**config.mk**
```make
export PLATFORM = sky130hd
export DESIGN_NAME = sist_selftest
export DESIGN_NICKNAME = d
export VERILOG_FILES = /design/src/sist_pkg.sv /design/src/sist_sid_if.sv /design/src/sist_sid_mem.sv /design/src/sist_sync_pulse.sv /design/src/sist_selftest.sv
export VERILOG_INCLUDE_DIRS = /design/src
export SDC_FILE = /design/constraint.sdc
export NUM_CORES = 1
export LEC_CHECK = 0
export ABC_AREA = 1
export BUFFER_PORTS_ARGS = -buffer_cell sky130_fd_sc_hd__buf_2
export CORE_MARGIN = 1
export CORE_UTILIZATION = 50
export CTS_CLUSTER_DIAMETER = 80
export CTS_CLUSTER_SIZE = 28
export DETAILED_ROUTE_END_ITERATION = 16
export PLACE_DENSITY = 0.79
export SYNTH_ARGS = -nofsm -noshare
export SYNTH_HDL_FRONTEND = slang
export SYNTH_SLANG_ARGS = --single-unit
```
**constraint.sdc**
```tcl
create_clock -name pclk -period 2.28 [get_ports pclk]
set_clock_uncertainty 0.2 [all_clocks]
set_input_delay 0.684 -clock pclk [delete_from_list [all_inputs] [get_ports pclk]]
set_output_delay 0.684 -clock pclk [all_outputs]
set_load 0.01 [all_outputs]
```
**src/sist_defs.svh**
```systemverilog
// Constants of the sensor interface safety and self-test block.
// Assumes inclusion by bare name from every file that needs them.
`ifndef SIST_DEFS_SVH
`define SIST_DEFS_SVH

// Register byte offsets on the APB window
`define SIST_A_SET 8'h00
`define SIST_A_STAT 8'h04
`define SIST_A_CHAN 8'h08
`define SIST_A_RES 8'h0C
`define SIST_A_SR2 8'h10
`define SIST_A_CMD 8'h14
`define SIST_A_DAT1 8'h18
`define SIST_A_DAT2 8'h1C
// Slot identity table at 0x40..0x7C, picked by paddr[7:6]
`define SIST_A_SID_PAGE 2'h1

// Field positions of the setting register
`define SIST_B_LEVEL 10
`define SIST_B_SEL_HI 9
`define SIST_B_SEL_LO 5
`define SIST_B_GO_SLV 11
`define SIST_B_GO_MST 12
`define SIST_B_STOP 13
// Field positions of the command register
`define SIST_B_ENTER 0
`define SIST_B_LEAVE 1

// Output test selector codes
`define SIST_SEL_OUT1 5'h15
`define SIST_SEL_OUT2 5'h16

// Reset values and the empty code
`define SIST_CHAN_RST 9'h180
`define SIST_EMPTY 16'h01F0

// Timing: clock rate and test phase times
`define SIST_CLK_MHZ 20
`define SIST_T_LONG_US 512
`define SIST_T_SHORT_US 128
// Sync pulse lengths in clock cycles
`define SIST_PULSE_STD 8'h28
`define SIST_PULSE_LONG 8'h50

`endif

```
**src/sist_pkg.sv**
```systemverilog
// Types shared by the self-test block and its helpers.
// Assumes nothing of its surroundings.
package sist_pkg;
	// Cross-coupling test sequencer states
	typedef enum logic [2:0] {
		ST_IDLE = 3'b000,
		ST_SLV_PD = 3'b001,
		ST_STB_ON = 3'b010,
		ST_STB_DIS = 3'b011,
		ST_X_ON = 3'b100,
		ST_X_DIS = 3'b101
	} sist_xct_state_t;
endpackage : sist_pkg

```
**src/sist_sid_if.sv**
```systemverilog
// Link between the self-test block and its slot identity memory.
// Assumes one clock shared by both ends.
`timescale 1ns/100ps
`default_nettype none
interface sist_sid_if;
	logic we; // Table write strobe
	logic [3:0] waddr; // Write word
	logic [4:0] wdata; // Identity to store
	logic [3:0] raddr; // Read word, {channel, slot}
	logic [4:0] rdata; // Registered read data
	modport mem (input we, input waddr, input wdata, input raddr,
		output rdata);
	modport user (output we, output waddr, output wdata, output raddr,
		input rdata);
endinterface : sist_sid_if
`default_nettype wire

```
**src/sist_sid_mem.sv**
```systemverilog
// Slot identity table, sixteen words of five bits.
// Assumes the user side drives the interface from pclk logic.
`timescale 1ns/100ps
`default_nettype none
module sist_sid_mem (
	// Clock and reset
	input wire logic pclk,
	input wire logic presetn,
	// Table access
	sist_sid_if.mem m
);
	logic [4:0] ram [16]; // Identity words, no reset needed

	// Write port
	always_ff @(posedge pclk) begin
		if (m.we) begin
			ram[m.waddr] <= m.wdata;
		end
	end

	// Registered read port, one cycle behind the address
	always_ff @(posedge pclk or negedge presetn) begin
		if (!presetn) begin
			m.rdata <= 5'h00;
		end else begin
			m.rdata <= ram[m.raddr];
		end
	end
endmodule : sist_sid_mem
`default_nettype wire

```
**src/sist_sync_pulse.sv**
```systemverilog
// Sync pulse start and receiver freeze for one channel.
// Assumes trig_pin is asynchronous; other inputs are pclk logic.
`timescale 1ns/100ps
`default_nettype none
`include "sist_defs.svh"
module sist_sync_pulse (
	// Clock and reset
	input wire logic pclk,
	input wire logic presetn,
	// Trigger sources
	input wire logic trig_pin,
	input wire logic ext_trig,
	// Configuration
	input wire logic pin_mode,
	input wire logic udb_en,
	input wire logic method_pw,
	input wire logic up_bit,
	// Pulse and freeze
	output logic pulse,
	output logic freeze
);
	logic meta; // First sync stage, read only by syn
	logic syn; // Second sync stage
	logic last; // Previous filtered level
	logic [7:0] cnt; // Pulse length down counter
	logic direct; // Pin trigger without upstream buffer
	logic rise; // Filtered pin rising edge
	logic trig; // Selected trigger
	logic skip; // Tooth gap zero: no pulse
	logic long_p; // Pulse width one: long pulse
	logic [7:0] len; // Chosen pulse length

	assign direct = pin_mode & ~udb_en;
	assign rise = syn & ~last;
	assign trig = direct ? rise : ext_trig;
	// Direct pin mode gives a standard pulse only; else encode here
	assign skip = ~direct & ~method_pw & ~up_bit; // RQ3
	assign long_p = ~direct & method_pw & up_bit; // RQ3
	assign len = long_p ? `SIST_PULSE_LONG : `SIST_PULSE_STD;
	// Receiver stays frozen for the whole pulse
	assign freeze = pulse; // RQ2

	// Pin synchroniser and edge memory
	always_ff @(posedge pclk or negedge presetn) begin
		if (!presetn) begin
			meta <= 1'b0;
			syn <= 1'b0;
			last <= 1'b0;
		end else begin
			meta <= trig_pin;
			syn <= meta;
			last <= syn;
		end
	end

	// Pulse timer; a trigger during a pulse is dropped until its last cycle
	always_ff @(posedge pclk or negedge presetn) begin
		if (!presetn) begin
			cnt <= 8'h00;
			pulse <= 1'b0;
		end else if (trig && cnt == 8'h00 && !skip) begin
			cnt <= len - 8'h01; // RQ1
			pulse <= 1'b1; // RQ1
		end else if (cnt != 8'h00) begin
			cnt <= cnt - 8'h01;
		end else begin
			pulse <= 1'b0;
		end
	end
endmodule : sist_sync_pulse
`default_nettype wire

```
**src/sist_selftest.sv**
```systemverilog
// Safety and self-test logic of a two-channel sensor transceiver.
// Assumes an APB master on pclk, a decoder on pclk and async pins.
`timescale 1ns/100ps
`default_nettype none
`include "sist_defs.svh"
// Behaviour
// RQ1 - Pin mode starts pulse on filtered edge
// RQ2 - Receiver frozen throughout its sync pulse
// RQ3 - Pulse encoding by device unless direct pin
// RQ4 - Stored slot identity returned with diagnostic bit
// RQ5 - Data and identity written in one access
// RQ6 - Fault forcing accepted only in self-test mode
// RQ7 - Empty code written after read, then verified
// RQ8 - Buffer test bit keeps old data
// RQ9 - Level bit drives the selected output
// RQ10 - Selector codes pick output one or two
// RQ11 - Never two outputs in test mode
// RQ12 - Test starts only with both channels off
// RQ13 - Switch-on and supply-off ignored during test
// RQ14 - Stop bit aborts; flag only in master
// RQ15 - Running while busy, done at finish
// RQ16 - Results clear on read or start
// RQ17 - Status bits hold master ground-short results
// RQ18 - Slave pull-down 512 us, then undervoltage check
// RQ19 - Battery-short phase per channel, then discharge
// RQ20 - Coupling phase one on channel one
// RQ21 - Coupling phase two on channel two
// RQ22 - Phase times counted in clock cycles
module sist_selftest #(
	// Long phase length in cycles, shortened in simulation
	parameter int LONG_CYC = `SIST_T_LONG_US * `SIST_CLK_MHZ
) (
	// Clock and reset
	input wire logic pclk,
	input wire logic presetn,
	// APB slave
	input wire logic [7:0] paddr,
	input wire logic psel,
	input wire logic penable,
	input wire logic pwrite,
	input wire logic [31:0] pwdata,
	output logic [31:0] prdata,
	output logic pready,
	output logic pslverr,
	// Analog monitor flags, asynchronous
	input wire logic [1:0] chan_undervolt,
	input wire logic [1:0] chan_battery_short,
	input wire logic [1:0] chan_ground_short,
	input wire logic vas_undervolt,
	input wire logic parity_fault,
	// Supply control
	output logic [1:0] chan_on,
	output logic vas_dis,
	output logic [1:0] discharge_pulldown,
	output logic short_mask,
	// Decoded sensor data from the receiver
	input wire logic rx_valid,
	input wire logic rx_chan,
	input wire logic [2:0] rx_slot,
	input wire logic [15:0] rx_data,
	input wire logic rx_crc_err,
	// Sync pulse triggering
	input wire logic [1:0] trigger_pin,
	input wire logic [1:0] ext_trig,
	input wire logic [1:0] up_bit,
	output logic [1:0] sync_pulse,
	output logic [1:0] rx_freeze,
	// Data outputs to the controller
	input wire logic [1:0] dout_in,
	output logic data_out_one,
	output logic data_out_two
);
	localparam int SHORT_CYC = `SIST_T_SHORT_US * `SIST_CLK_MHZ; // RQ22

	// One-hot of a channel index, used by drive and result logic
	function automatic logic [1:0] ch_bit(input logic c);
		ch_bit = c ? 2'h2 : 2'h1;
	endfunction : ch_bit

	// APB decode
	logic acc; // Access phase
	logic wr; // Write taken at this edge
	logic rd_acc; // Read taken at this edge
	logic setup; // Setup phase
	logic a_set, a_stat, a_chan, a_res, a_sr2, a_cmd, a_sid;
	logic [1:0] a_dat; // Data register hits
	logic hit; // Mapped address
	logic [31:0] rmux; // Read selection
	assign acc = psel & penable;
	assign wr = acc & pwrite;
	assign rd_acc = acc & ~pwrite;
	assign setup = psel & ~penable;
	assign a_set = paddr == `SIST_A_SET;
	assign a_stat = paddr == `SIST_A_STAT;
	assign a_chan = paddr == `SIST_A_CHAN;
	assign a_res = paddr == `SIST_A_RES;
	assign a_sr2 = paddr == `SIST_A_SR2;
	assign a_cmd = paddr == `SIST_A_CMD;
	assign a_dat = {paddr == `SIST_A_DAT2, paddr == `SIST_A_DAT1};
	assign a_sid = paddr[7:6] == `SIST_A_SID_PAGE && paddr[1:0] == 2'h0;
	assign hit = a_set | a_stat | a_chan | a_res | a_sr2 | a_cmd
		| (|a_dat) | a_sid;
	// No wait states; unmapped addresses answer with an error
	assign pready = 1'b1;
	assign pslverr = acc & ~hit;

	// Monitor flags through two flip-flops
	logic [7:0] meta; // First stage, read only by syn
	logic [7:0] syn; // Second stage
	logic [1:0] uv, stb, stg;
	logic diag; // Supply or parity fault
	assign uv = syn[1:0];
	assign stb = syn[3:2];
	assign stg = syn[5:4];
	assign diag = syn[6] | syn[7]; // RQ4
	always_ff @(posedge pclk or negedge presetn) begin
		if (!presetn) begin
			meta <= 8'h00;
			syn <= 8'h00;
		end else begin
			meta <= {parity_fault, vas_undervolt, chan_ground_short,
				chan_battery_short, chan_undervolt};
			syn <= meta;
		end
	end

	// Software-visible control
	logic out_test_level; // Static test level
	logic [4:0] out_test_select; // Output test selector
	logic [8:0] channel_control_reg; // On, supply off, method, buffer, pin
	logic st_mode; // Self-test mode entered
	logic [2:0] selftest_status_reg; // Empty test, force crc, force id
	logic be_test, force_crc, force_sid;
	assign be_test = selftest_status_reg[0];
	assign force_crc = selftest_status_reg[1];
	assign force_sid = selftest_status_reg[2];

	// Sequencer
	sist_pkg::sist_xct_state_t state, next_state;
	logic cur, next_cur; // Channel under test
	logic master; // Master mode run
	logic [1:0] excl; // Channels dropped after battery short
	logic [13:0] cnt; // Phase timer
	logic [13:0] ph_cnt; // Cycles spent in the state, checking only
	logic tdone; // Phase time over
	logic running;
	logic start_wr, start_ok, stop_wr, fin, ev;
	assign running = state != sist_pkg::ST_IDLE;
	assign tdone = cnt == 14'h0000;
	assign start_wr = wr & a_set & (pwdata[`SIST_B_GO_SLV]
		| pwdata[`SIST_B_GO_MST]);
	assign stop_wr = wr & a_set & pwdata[`SIST_B_STOP];
	// A busy channel refuses the start; a running test ignores it
	assign start_ok = start_wr & ~running
		& channel_control_reg[1:0] == 2'h0; // RQ12
	assign ev = tdone & ~stop_wr;

	// Next state of the cross-coupling sequence
	always_comb begin
		next_state = state;
		next_cur = cur;
		fin = 1'b0;
		case (state)
			sist_pkg::ST_IDLE: begin
				if (start_ok) begin
					next_cur = 1'b0;
					next_state = pwdata[`SIST_B_GO_MST] ?
						sist_pkg::ST_STB_ON : sist_pkg::ST_SLV_PD;
				end
			end
			sist_pkg::ST_SLV_PD: begin
				if (tdone) begin
					next_state = sist_pkg::ST_IDLE; // RQ18
					fin = 1'b1;
				end
			end
			sist_pkg::ST_STB_ON: begin
				if (tdone) begin
					next_state = sist_pkg::ST_STB_DIS; // RQ19
				end
			end
			sist_pkg::ST_STB_DIS: begin
				if (tdone && !cur) begin
					next_state = sist_pkg::ST_STB_ON; // RQ19
					next_cur = 1'b1;
				end else if (tdone && !excl[0]) begin
					next_state = sist_pkg::ST_X_ON; // RQ20
					next_cur = 1'b0;
				end else if (tdone && !excl[1]) begin
					next_state = sist_pkg::ST_X_ON; // RQ21
					next_cur = 1'b1;
				end else if (tdone) begin
					next_state = sist_pkg::ST_IDLE;
					fin = 1'b1;
				end
			end
			sist_pkg::ST_X_ON: begin
				if (tdone) begin
					next_state = sist_pkg::ST_X_DIS;
				end
			end
			sist_pkg::ST_X_DIS: begin
				if (tdone && !cur && !excl[1]) begin
					next_state = sist_pkg::ST_X_ON; // RQ21
					next_cur = 1'b1;
				end else if (tdone) begin
					next_state = sist_pkg::ST_IDLE; // RQ15
					fin = 1'b1;
				end
			end
			default: begin
				next_state = sist_pkg::ST_IDLE;
			end
		endcase
		// Only the stop bit ends a run early
		if (stop_wr && running) begin
			next_state = sist_pkg::ST_IDLE; // RQ14
			fin = 1'b0;
		end
	end

	// Phase lengths: powered and slave phases long, discharge short
	logic [13:0] load;
	assign load = (next_state == sist_pkg::ST_STB_DIS
		|| next_state == sist_pkg::ST_X_DIS) ?
		14'(SHORT_CYC - 1) : 14'(LONG_CYC - 1); // RQ22

	// State, channel and timer registers
	always_ff @(posedge pclk or negedge presetn) begin
		if (!presetn) begin
			state <= sist_pkg::ST_IDLE;
			cur <= 1'b0;
			cnt <= 14'h0000;
			ph_cnt <= 14'h0000;
		end else begin
			state <= next_state;
			cur <= next_cur;
			cnt <= (next_state != state) ? load : cnt - {13'h0, ~tdone};
			ph_cnt <= (next_state != state) ? 14'h0000 : ph_cnt + 14'h1;
		end
	end

	// Result flags: [0] done [1] aborted [3:2] slave or coupling pass
	// [5:4] battery short [7:6] ground short [8] master hold
	logic [8:0] flags, fset;
	logic clr; // Read of results or any start request
	logic [1:0] res_set, stb_set, stg_set;
	assign clr = (rd_acc & a_res) | start_wr; // RQ16
	// Slave passes a channel only if its undervoltage flag is clear
	assign res_set = (state == sist_pkg::ST_SLV_PD && ev) ? ~uv // RQ18
		: (state == sist_pkg::ST_X_ON && ev) ?
		ch_bit(~cur) & ~uv : 2'h0; // RQ20 RQ21
	assign stb_set = (state == sist_pkg::ST_STB_ON && ev) ?
		ch_bit(cur) & stb : 2'h0; // RQ19
	assign stg_set = (state == sist_pkg::ST_X_ON && ev) ?
		ch_bit(cur) & uv : 2'h0; // RQ20 RQ21
	assign fset = {fin & master, stg_set, stb_set, res_set,
		stop_wr & running & master, fin}; // RQ14 RQ15

	// Flags: a set in the clearing cycle wins
	always_ff @(posedge pclk or negedge presetn) begin
		if (!presetn) begin
			flags <= 9'h000;
			master <= 1'b0;
			excl <= 2'h0;
		end else begin
			flags <= fset | (flags & ~{9{clr}}); // RQ16
			if (start_ok) begin
				master <= pwdata[`SIST_B_GO_MST];
				excl <= 2'h0;
			end else begin
				excl <= excl | stb_set; // RQ19
			end
		end
	end

	// Drive of supplies and pull-downs
	logic [1:0] test_on, test_pd;
	assign test_on = (state == sist_pkg::ST_STB_ON
		|| state == sist_pkg::ST_X_ON) ? ch_bit(cur) : 2'h0;
	assign test_pd = (state == sist_pkg::ST_SLV_PD) ? 2'h3 // RQ18
		: (state == sist_pkg::ST_STB_DIS || state == sist_pkg::ST_X_DIS)
		? ch_bit(cur) : 2'h0; // RQ19
	assign chan_on = running ? test_on : channel_control_reg[1:0];
	assign vas_dis = channel_control_reg[2];
	assign discharge_pulldown = test_pd;
	assign short_mask = |test_on; // RQ19

	// Ground-short view: live, or held master results
	logic [1:0] stg_v;
	assign stg_v = flags[8] ? flags[7:6] : stg; // RQ17

	// Control register writes
	always_ff @(posedge pclk or negedge presetn) begin
		if (!presetn) begin
			out_test_level <= 1'b0;
			out_test_select <= 5'h00;
			channel_control_reg <= `SIST_CHAN_RST;
			st_mode <= 1'b0;
			selftest_status_reg <= 3'h0;
		end else if (wr) begin
			if (a_set) begin
				out_test_level <= pwdata[`SIST_B_LEVEL];
				out_test_select <= pwdata[`SIST_B_SEL_HI:`SIST_B_SEL_LO];
			end
			// During a run, switch-on and supply-off writes are dropped
			if (a_chan) begin
				channel_control_reg <= {pwdata[8:3],
					running ? channel_control_reg[2] & pwdata[2] : pwdata[2],
					running ? channel_control_reg[1:0] & pwdata[1:0]
					: pwdata[1:0]}; // RQ13
			end
			if (a_cmd) begin
				st_mode <= (st_mode | pwdata[`SIST_B_ENTER])
					& ~pwdata[`SIST_B_LEAVE];
			end
			// Test bits can only be written inside self-test mode
			if (a_stat && st_mode) begin
				selftest_status_reg <= pwdata[2:0]; // RQ6
			end
		end
	end

	// Slot identity table and received data staging
	sist_sid_if sid_bus ();
	sist_sid_mem u_mem (
		.pclk(pclk),
		.presetn(presetn),
		.m(sid_bus.mem)
	);
	logic pend; // Word waits one cycle for its identity
	logic pend_chan;
	logic [15:0] pend_data;
	logic pend_crc;
	assign sid_bus.we = wr & a_sid; // RQ4
	assign sid_bus.waddr = paddr[5:2];
	assign sid_bus.wdata = pwdata[4:0];
	assign sid_bus.raddr = {rx_chan, rx_slot}; // RQ5

	// Receiver words are dropped while their channel is frozen
	always_ff @(posedge pclk or negedge presetn) begin
		if (!presetn) begin
			pend <= 1'b0;
			pend_chan <= 1'b0;
			pend_data <= 16'h0000;
			pend_crc <= 1'b0;
		end else begin
			pend <= rx_valid & ~rx_freeze[rx_chan]; // RQ2
			pend_chan <= rx_chan;
			pend_data <= rx_data;
			pend_crc <= rx_crc_err;
		end
	end

	// Sensor data buffers and the empty check
	logic [15:0] buf_data [2];
	logic [4:0] buf_sid [2];
	logic [1:0] buf_crc;
	logic [1:0] wr_new, rd_dat, chk;
	logic [1:0] buffer_empty_fault, be_set;
	assign wr_new = pend ? ch_bit(pend_chan) : 2'h0;
	assign rd_dat = rd_acc ? a_dat : 2'h0;
	assign be_set[0] = chk[0] & ~wr_new[0]
		& buf_data[0] != `SIST_EMPTY; // RQ7
	assign be_set[1] = chk[1] & ~wr_new[1]
		& buf_data[1] != `SIST_EMPTY; // RQ7
	always_ff @(posedge pclk or negedge presetn) begin
		if (!presetn) begin
			for (int i = 0; i < 2; i++) begin
				buf_data[i] <= `SIST_EMPTY;
				buf_sid[i] <= 5'h00;
			end
			buf_crc <= 2'h0;
			chk <= 2'h0;
			buffer_empty_fault <= 2'h0;
		end else begin
			for (int i = 0; i < 2; i++) begin
				// New data has priority; identity lands with it
				if (wr_new[i]) begin
					buf_data[i] <= pend_data; // RQ5
					buf_sid[i] <= sid_bus.rdata; // RQ4
					buf_crc[i] <= pend_crc;
				end else if (rd_dat[i] && !be_test) begin
					buf_data[i] <= `SIST_EMPTY; // RQ7 RQ8
				end
			end
			chk <= rd_dat & ~wr_new; // RQ7
			buffer_empty_fault <= be_set
				| (buffer_empty_fault & ~{2{rd_acc & a_sr2}});
		end
	end

	// Read data word of a channel, with forced faults
	logic [1:0] crc_v;
	logic [4:0] sid_v [2];
	assign crc_v = buf_crc | {2{force_crc}}; // RQ6
	assign sid_v[0] = buf_sid[0] ^ {4'h0, force_sid}; // RQ6
	assign sid_v[1] = buf_sid[1] ^ {4'h0, force_sid};

	// Read selection
	assign rmux = a_set ? {21'h0, out_test_level, out_test_select, 5'h00}
		: a_stat ? {29'h0, selftest_status_reg}
		: a_chan ? {23'h0, channel_control_reg}
		: a_res ? {22'h0, flags, running} // RQ15
		: a_sr2 ? {22'h0, buffer_empty_fault[1], stg_v[1], 6'h00,
			buffer_empty_fault[0], stg_v[0]} // RQ17
		: a_cmd ? {31'h0, st_mode}
		: a_dat[0] ? {9'h0, crc_v[0], diag, sid_v[0], buf_data[0]}
		: a_dat[1] ? {9'h0, crc_v[1], diag, sid_v[1], buf_data[1]}
		: 32'h0000_0000; // RQ4

	// Read data held from the setup phase
	always_ff @(posedge pclk or negedge presetn) begin
		if (!presetn) begin
			prdata <= 32'h0000_0000;
		end else if (setup) begin
			prdata <= rmux;
		end
	end

	// Output test: the two codes exclude each other
	logic t1, t2;
	assign t1 = out_test_select == `SIST_SEL_OUT1; // RQ10 RQ11
	assign t2 = out_test_select == `SIST_SEL_OUT2; // RQ10 RQ11
	always_ff @(posedge pclk or negedge presetn) begin
		if (!presetn) begin
			data_out_one <= 1'b0;
			data_out_two <= 1'b0;
		end else begin
			data_out_one <= t1 ? out_test_level : dout_in[0]; // RQ9
			data_out_two <= t2 ? out_test_level : dout_in[1]; // RQ9
		end
	end

	// Sync pulse units, one per channel
	for (genvar g = 0; g < 2; g++) begin : g_sync
		sist_sync_pulse u_sync (
			.pclk(pclk),
			.presetn(presetn),
			.trig_pin(trigger_pin[g]),
			.ext_trig(ext_trig[g]),
			.pin_mode(channel_control_reg[7 + g]),
			.udb_en(channel_control_reg[5 + g]),
			.method_pw(channel_control_reg[3 + g]),
			.up_bit(up_bit[g]),
			.pulse(sync_pulse[g]),
			.freeze(rx_freeze[g])
		);
	end
endmodule : sist_selftest
`default_nettype wire

```
After elaboration in Yosys (flattened, before gate mapping)
Memories as Yosys holds them, arrays and structs flattened. A register that Yosys moved wholly into a read port is not among the register bits.
Cells that the tools add are included.
Widths: inputs -> output; s select.
{"block": "word_totals", "reg_bits": 190, "memories": 1, "out_inout_bits": 46, "ramBits": 80, "word_cells": 275}
{"name": "u_mem.ram", "depth": 16, "width": 5, "rd": 1, "rd_clocked_by_memory_dff": 1, "wr": 1, "line": "sist_sid_mem.sv:12", "text": "logic [4:0] ram [16];"}
{"block": "op_classes", "eq_ne": 25, "n_reduce_logical": 48, "bitwise": 84, "mux": 73, "n_lt_le_gt_ge": 1, "n_addsub": 5}
{"op": "$mux 23", "count": 8}
{"op": "$mux 16", "count": 4}
{"op": "$and 1x1->1", "count": 36}
{"op": "$mux 2", "count": 17}
{"op": "$eq 8x5->1 const B", "count": 4}
{"op": "$mux 8", "count": 4}
{"op": "$ne 16x9->1 const B", "count": 2}
{"op": "$sub 8x1->8 const B", "count": 4}
{"op": "$mux 14", "count": 2}
{"op": "$mux 3", "count": 9}
{"op": "$logic_not 8->1", "count": 3}
{"op": "$mux 1", "count": 24}
{"op": "$not 1->1", "count": 20}
{"op": "$pmux 3 s6", "count": 1}
{"op": "$eq 8x4->1 const B", "count": 2}
{"op": "$logic_and 1x1->1", "count": 16}
{"op": "$reduce_bool 8->1", "count": 2}
{"op": "$logic_not 14->1", "count": 1}
{"op": "$mux 7", "count": 2}
{"op": "$sub 14x1->14", "count": 1}
{"op": "$and 2x2->2", "count": 6}
{"op": "$or 1x1->1", "count": 11}
{"op": "$eq 5x5->1 const B", "count": 2}
{"op": "$xor 5x1->5", "count": 2}
{"op": "other kinds (25)", "count": 53}

Depth between registers and ports, before layout
{"block": "depth", "depth_word": 13, "depth_mapped": 15, "ltp_nobuf": 15}

By module
A second synthesis with hierarchy kept.
{"block": "hier_totals", "cells_unflattened": 1308, "area_unflattened_um2": 12075.3}
{"mod": "sist_selftest", "seq_area_each_um2": 3943.8, "area_per_inst_um2": 6965.4, "cells_per_inst": 787, "instances": 1}
{"mod": "sist_sid_mem", "seq_area_each_um2": 2527.4, "area_per_inst_um2": 3706.1, "cells_per_inst": 355, "instances": 1}
{"mod": "sist_sync_pulse", "seq_area_each_um2": 300.3, "area_per_inst_um2": 701.9, "cells_per_inst": 83, "instances": 2}

Least setup slack after synthesis
Ideal clock, no wire load.
{"block": "synth_path", "path_type": "input to output", "from": "in paddr[5]", "to": "out pslverr", "n_path_buf": 1, "arrival_ns": 1.816, "stages": 7, "path_slack_ns": -0.420, "cell_sequence": "inv_1 nand2_1 nor3_2 nand2_1 clkbuf_1 nand2_1 nor4_1"}
{"block": "synth_via", "elab_chain_cells": 10, "word_cells_on_any_way": 18, "classes_between": "7 x eq/ne; 9 x bitwise; 2 x reduce/logical"}
{"element": "start, declared", "line": "sist_selftest.sv:37", "text": "input wire logic [7:0] paddr,"}
{"element": "$eq 8x3->1 (no source line) or $logic_not 8->1 (tied branches)"}
{"element": "$or 1x1->1 (5 in series)", "line": "sist_selftest.sv:101", "text": "assign hit = a_set | a_stat | a_chan | a_res | a_sr2 | a_cmd"}
{"element": "$or 1x1->1 (*) (2 in series)", "line": "sist_selftest.sv:102", "text": "| (|a_dat) | a_sid;"}
{"element": "$not 1->1 (*)", "line": "sist_selftest.sv:105", "text": "assign pslverr = acc & ~hit;"}
{"element": "$and 1x1->1 (*)", "line": "sist_selftest.sv:105"}
{"element": "end, declared", "line": "sist_selftest.sv:44", "text": "output logic pslverr,"}
Mark *: on every way between the ends. The rest lies on a longest branch, timed or not.

Worst setup path in the final report
Same ends and word-level chain as after synthesis.

==> metrics.yaml <==
rows: 54
max_slew_margin_pct: 61.3
vias: 8945
io_buffers: 100
dieArea_um2: 23500
synth-seq-cells: 266
drc: 0
p_seq_share_pct: 56.1
critical_path_peak_fanout: 3
ant_nets: 0
cts_made_buffers: 14
setup_ws_ns: -0.388
start_kind: "primary input"
setup_viol: 20
post-place-ws_ns: -0.522
yosysSeqAreaShare_pct: 61.8
grt_pass1_vias: 8739
hold_depth: 1
violations: "negative setup slack"
core_area_um2: 22200
finalCriticalPeriod_ns: 2.67
rsz0062_at_grt: "yes"
leakage_uw: 0.00660
endpoint_kind: "primary output"
worstPathArrival_ns: 1.78
worstRegToRegCells: 12
ios: 129
syn2layout_area_growth_pct: 20.9
nFillCells: 1711
clock-sinks: 266
final-hold-violation-count: 0
clk_pin_slew_ns: 0.09
min_path_type: "primary input to flip-flop"
power_frac_comb_pct: 16.1
synth_edf_count: 80
grtUsageMet2_pct: 38.1
grt_use_met3_pct: 3.88
cts_tree: "done"
synthFlopType: "dfrtp_1"
overflow: 0
regMostFlops: "u_mem.ram"
hold_ws_ns: 0.0903
die_h_um: 153
slowest_delay_ns: 0.21
postSynth.asyncResetShare_pct: 69.9
critPathKind: "primary input to primary output"
largest_reg_flops: 80
fmax_mhz: 375
top_regs: "u_mem.ram x80, buf_data x32, prdata x23"
wirelength_mm: 27.9
clockBufferDepth: 3
gp_congestion: 0.877
syn_inst: 1157
root_buffer: "clkbuf_16"
yosysWarnings: 0
p_sw_uw: 2790
worst_slew_pin_slew_ns: 0.580
htreeDepth: 1
first_pass_iters: 5
pwr-share-clk_pct: 27.8
drive_gt1_share_pct: 23.7
grt_antenna_before_repair: 2
crit_slowest_cell: "nor4_4"
fin_crit_sh_pct: 117
intPower_uw: 7310
cp.required_ns: 1.40
nNetsFinal: 1436
synth_area_um2: 11400
viasPerCell: 5.46
dp_hpwl_mm: 19.6
p_sw_share_pct: 27.6
busiest_layer: "met2"
start_util_pct: 51.7
vdd_drop_max_mv: 0.522
insertion_delay_ns: 0.51
drt_iter0_markers: 777
total_power_uw: 10100
status: "finished, violations left"
grtUsageTotal_pct: 23.5
synth_cell_type_count: 49
grt_pass1_wl_mm: 43.7
routedWlPerCell_um: 17.0
max-cap-violations: 0
path_common_cell: "nand2_4"
cp_cell_sequence: "buf_8 > nor2_4 > nand2_4 > inv_4 > nand2_4 > clkinv_4 > nor3_2 > nand4_1 > nor4_4 > buf_2"
die_w_um: 153
maxSlewViolCount: 0
postPlaceCellArea_um2: 13000
powerDensity_nw_per_um2: 730
final_area_um2: 13800
globalRouteMet1Util_pct: 31.4
grt_max_degree: 64
avgSynthCellArea_um2: 9.89
## layout by cell type (no fill, tap or decap), types with 4 or more instances in the layout
cell and n:
a21oi_1 58, buf_4 99, nand3_1 31, ha_1 4, nor2_4 9, xor2_1 6
clkbuf_1 5, nor3_1 10, buf_12 8, a31oi_1 6, or2_2 4, dfrtp_1 173
nand4_1 18, buf_2 90, o21ai_0 84, nand2_2 17, o211ai_1 22, inv_2 5
o22ai_1 42, nor3_2 4, edfxtp_1 80, nand3_2 6, conb_1 10, xnor2_1 5
nor2_1 96, mux2i_1 20, inv_1 158, buf_6 12, dfstp_2 12, clkbuf_16 15
nor2_2 6, nand2_4 6, nor3_4 4, nand2_1 178, nor4_1 5
## stage by stage
stage,TNS [ns],utilization [%],cells
detailed placement,-39.13,58.5,1596
floorplan,-0.139,-,1165
finish,-3.14,62.4,1639
global route,-5.84,62.4,1638
global placement,-32.87,58.5,1596
CTS,-1.75,61.6,1629
## area by class of cell
class	count	area, um2	area share, %
clock inverter	4	50.0	0.362
multi-input combinational	685	3770	27.3
clock buffer	20	394	2.85
antenna	2	5.00	0.0362
timing repair buffer	213	1540	11.1
sequential	266	7070	51.1
inverter	169	652	4.71
tap	280	350	2.53
## kinds of logic after synthesis
family	count (synthesis)	share of synthesized area, %
DFF	266	61.8
adders and majority gates	4	0.437
buffers and inverters	214	7.57
muxes	20	1.75
and+or+nand+nor	401	15.5
xor gates and xnor gates	11	0.842
other	2	0.0656
AOI/OAI and AO/OA	239	12.1
## synth_stat cells (3+ instances only)
cell,instances,area [um2]
buf_4,15,113
ha_1,4,50.1
o21ai_0,88,440
dfstp_2,12,315
inv_2,3,11.3
o22ai_1,44,275
nor2_4,3,33.8
nand3b_1,3,22.5
dfrtp_1,174,4350
mux2i_1,20,200
nor4_1,8,50.1
clkbuf_1,23,86.3
a22o_1,3,26.3
a22oi_1,3,22.5
inv_1,164,616
a31oi_1,6,37.5
nand2_1,192,721
edfxtp_1,80,2400
or2_2,4,25.0
xnor2_1,5,43.8
nor2_2,5,31.3
nor3_1,15,75.1
a21oi_1,59,295
nand3_1,35,175
o211ai_1,22,165
nor2_1,103,387
xor2_1,6,52.6
nand2_2,7,43.8
buf_2,6,30.0
nand4_1,18,113
## path summary, 6_finish.rpt
path	startpoint	to	slack, ns
min	chan_undervolt[1]	meta[1]	0.09
max in group asynchronous	presetn	state[1]	0.80
max	paddr[5]	pslverr	-0.39
min reg2reg	g_sync[0].u_sync.meta	g_sync[0].u_sync.syn	0.16
min in group asynchronous	presetn	prdata[12]	0.44
max reg2reg	state[2]	cnt[6]	-0.18
## routing by layer
metal / up-vias / part of all wire (%)
met2: 331 / 47
met4: 0 / 4.4
met3: 75 / 6.8
met1: 4307 / 42
li1: 4232 / -
met5: - / 0
## power by group through the flow
stage               Combinational [uW]  Sequential (uW)  Clock, uW
floorplan                         1010             5700          0
detailed placement                1540             5760          0
global route                      1840             5720       2990
global placement                  1470             5740          0
finish                            1630             5670       2810
CTS                               1580             5670       2870
## what timing repair did
action,4_1_cts,5_1_grt
resized for setup,39,37
hold buffers,1,0
pin swaps,12,21
setup endpoints to repair,6,25
setup buffers,8,9
endpoints found under the hold margin,14,0
## critical path, delay by kind of cell
family                 cells  cell delay, ns
AND/OR/NAND/NOR            6            0.73
buffers and inverters      4            0.37
Power figures use the tool's default switching activity.
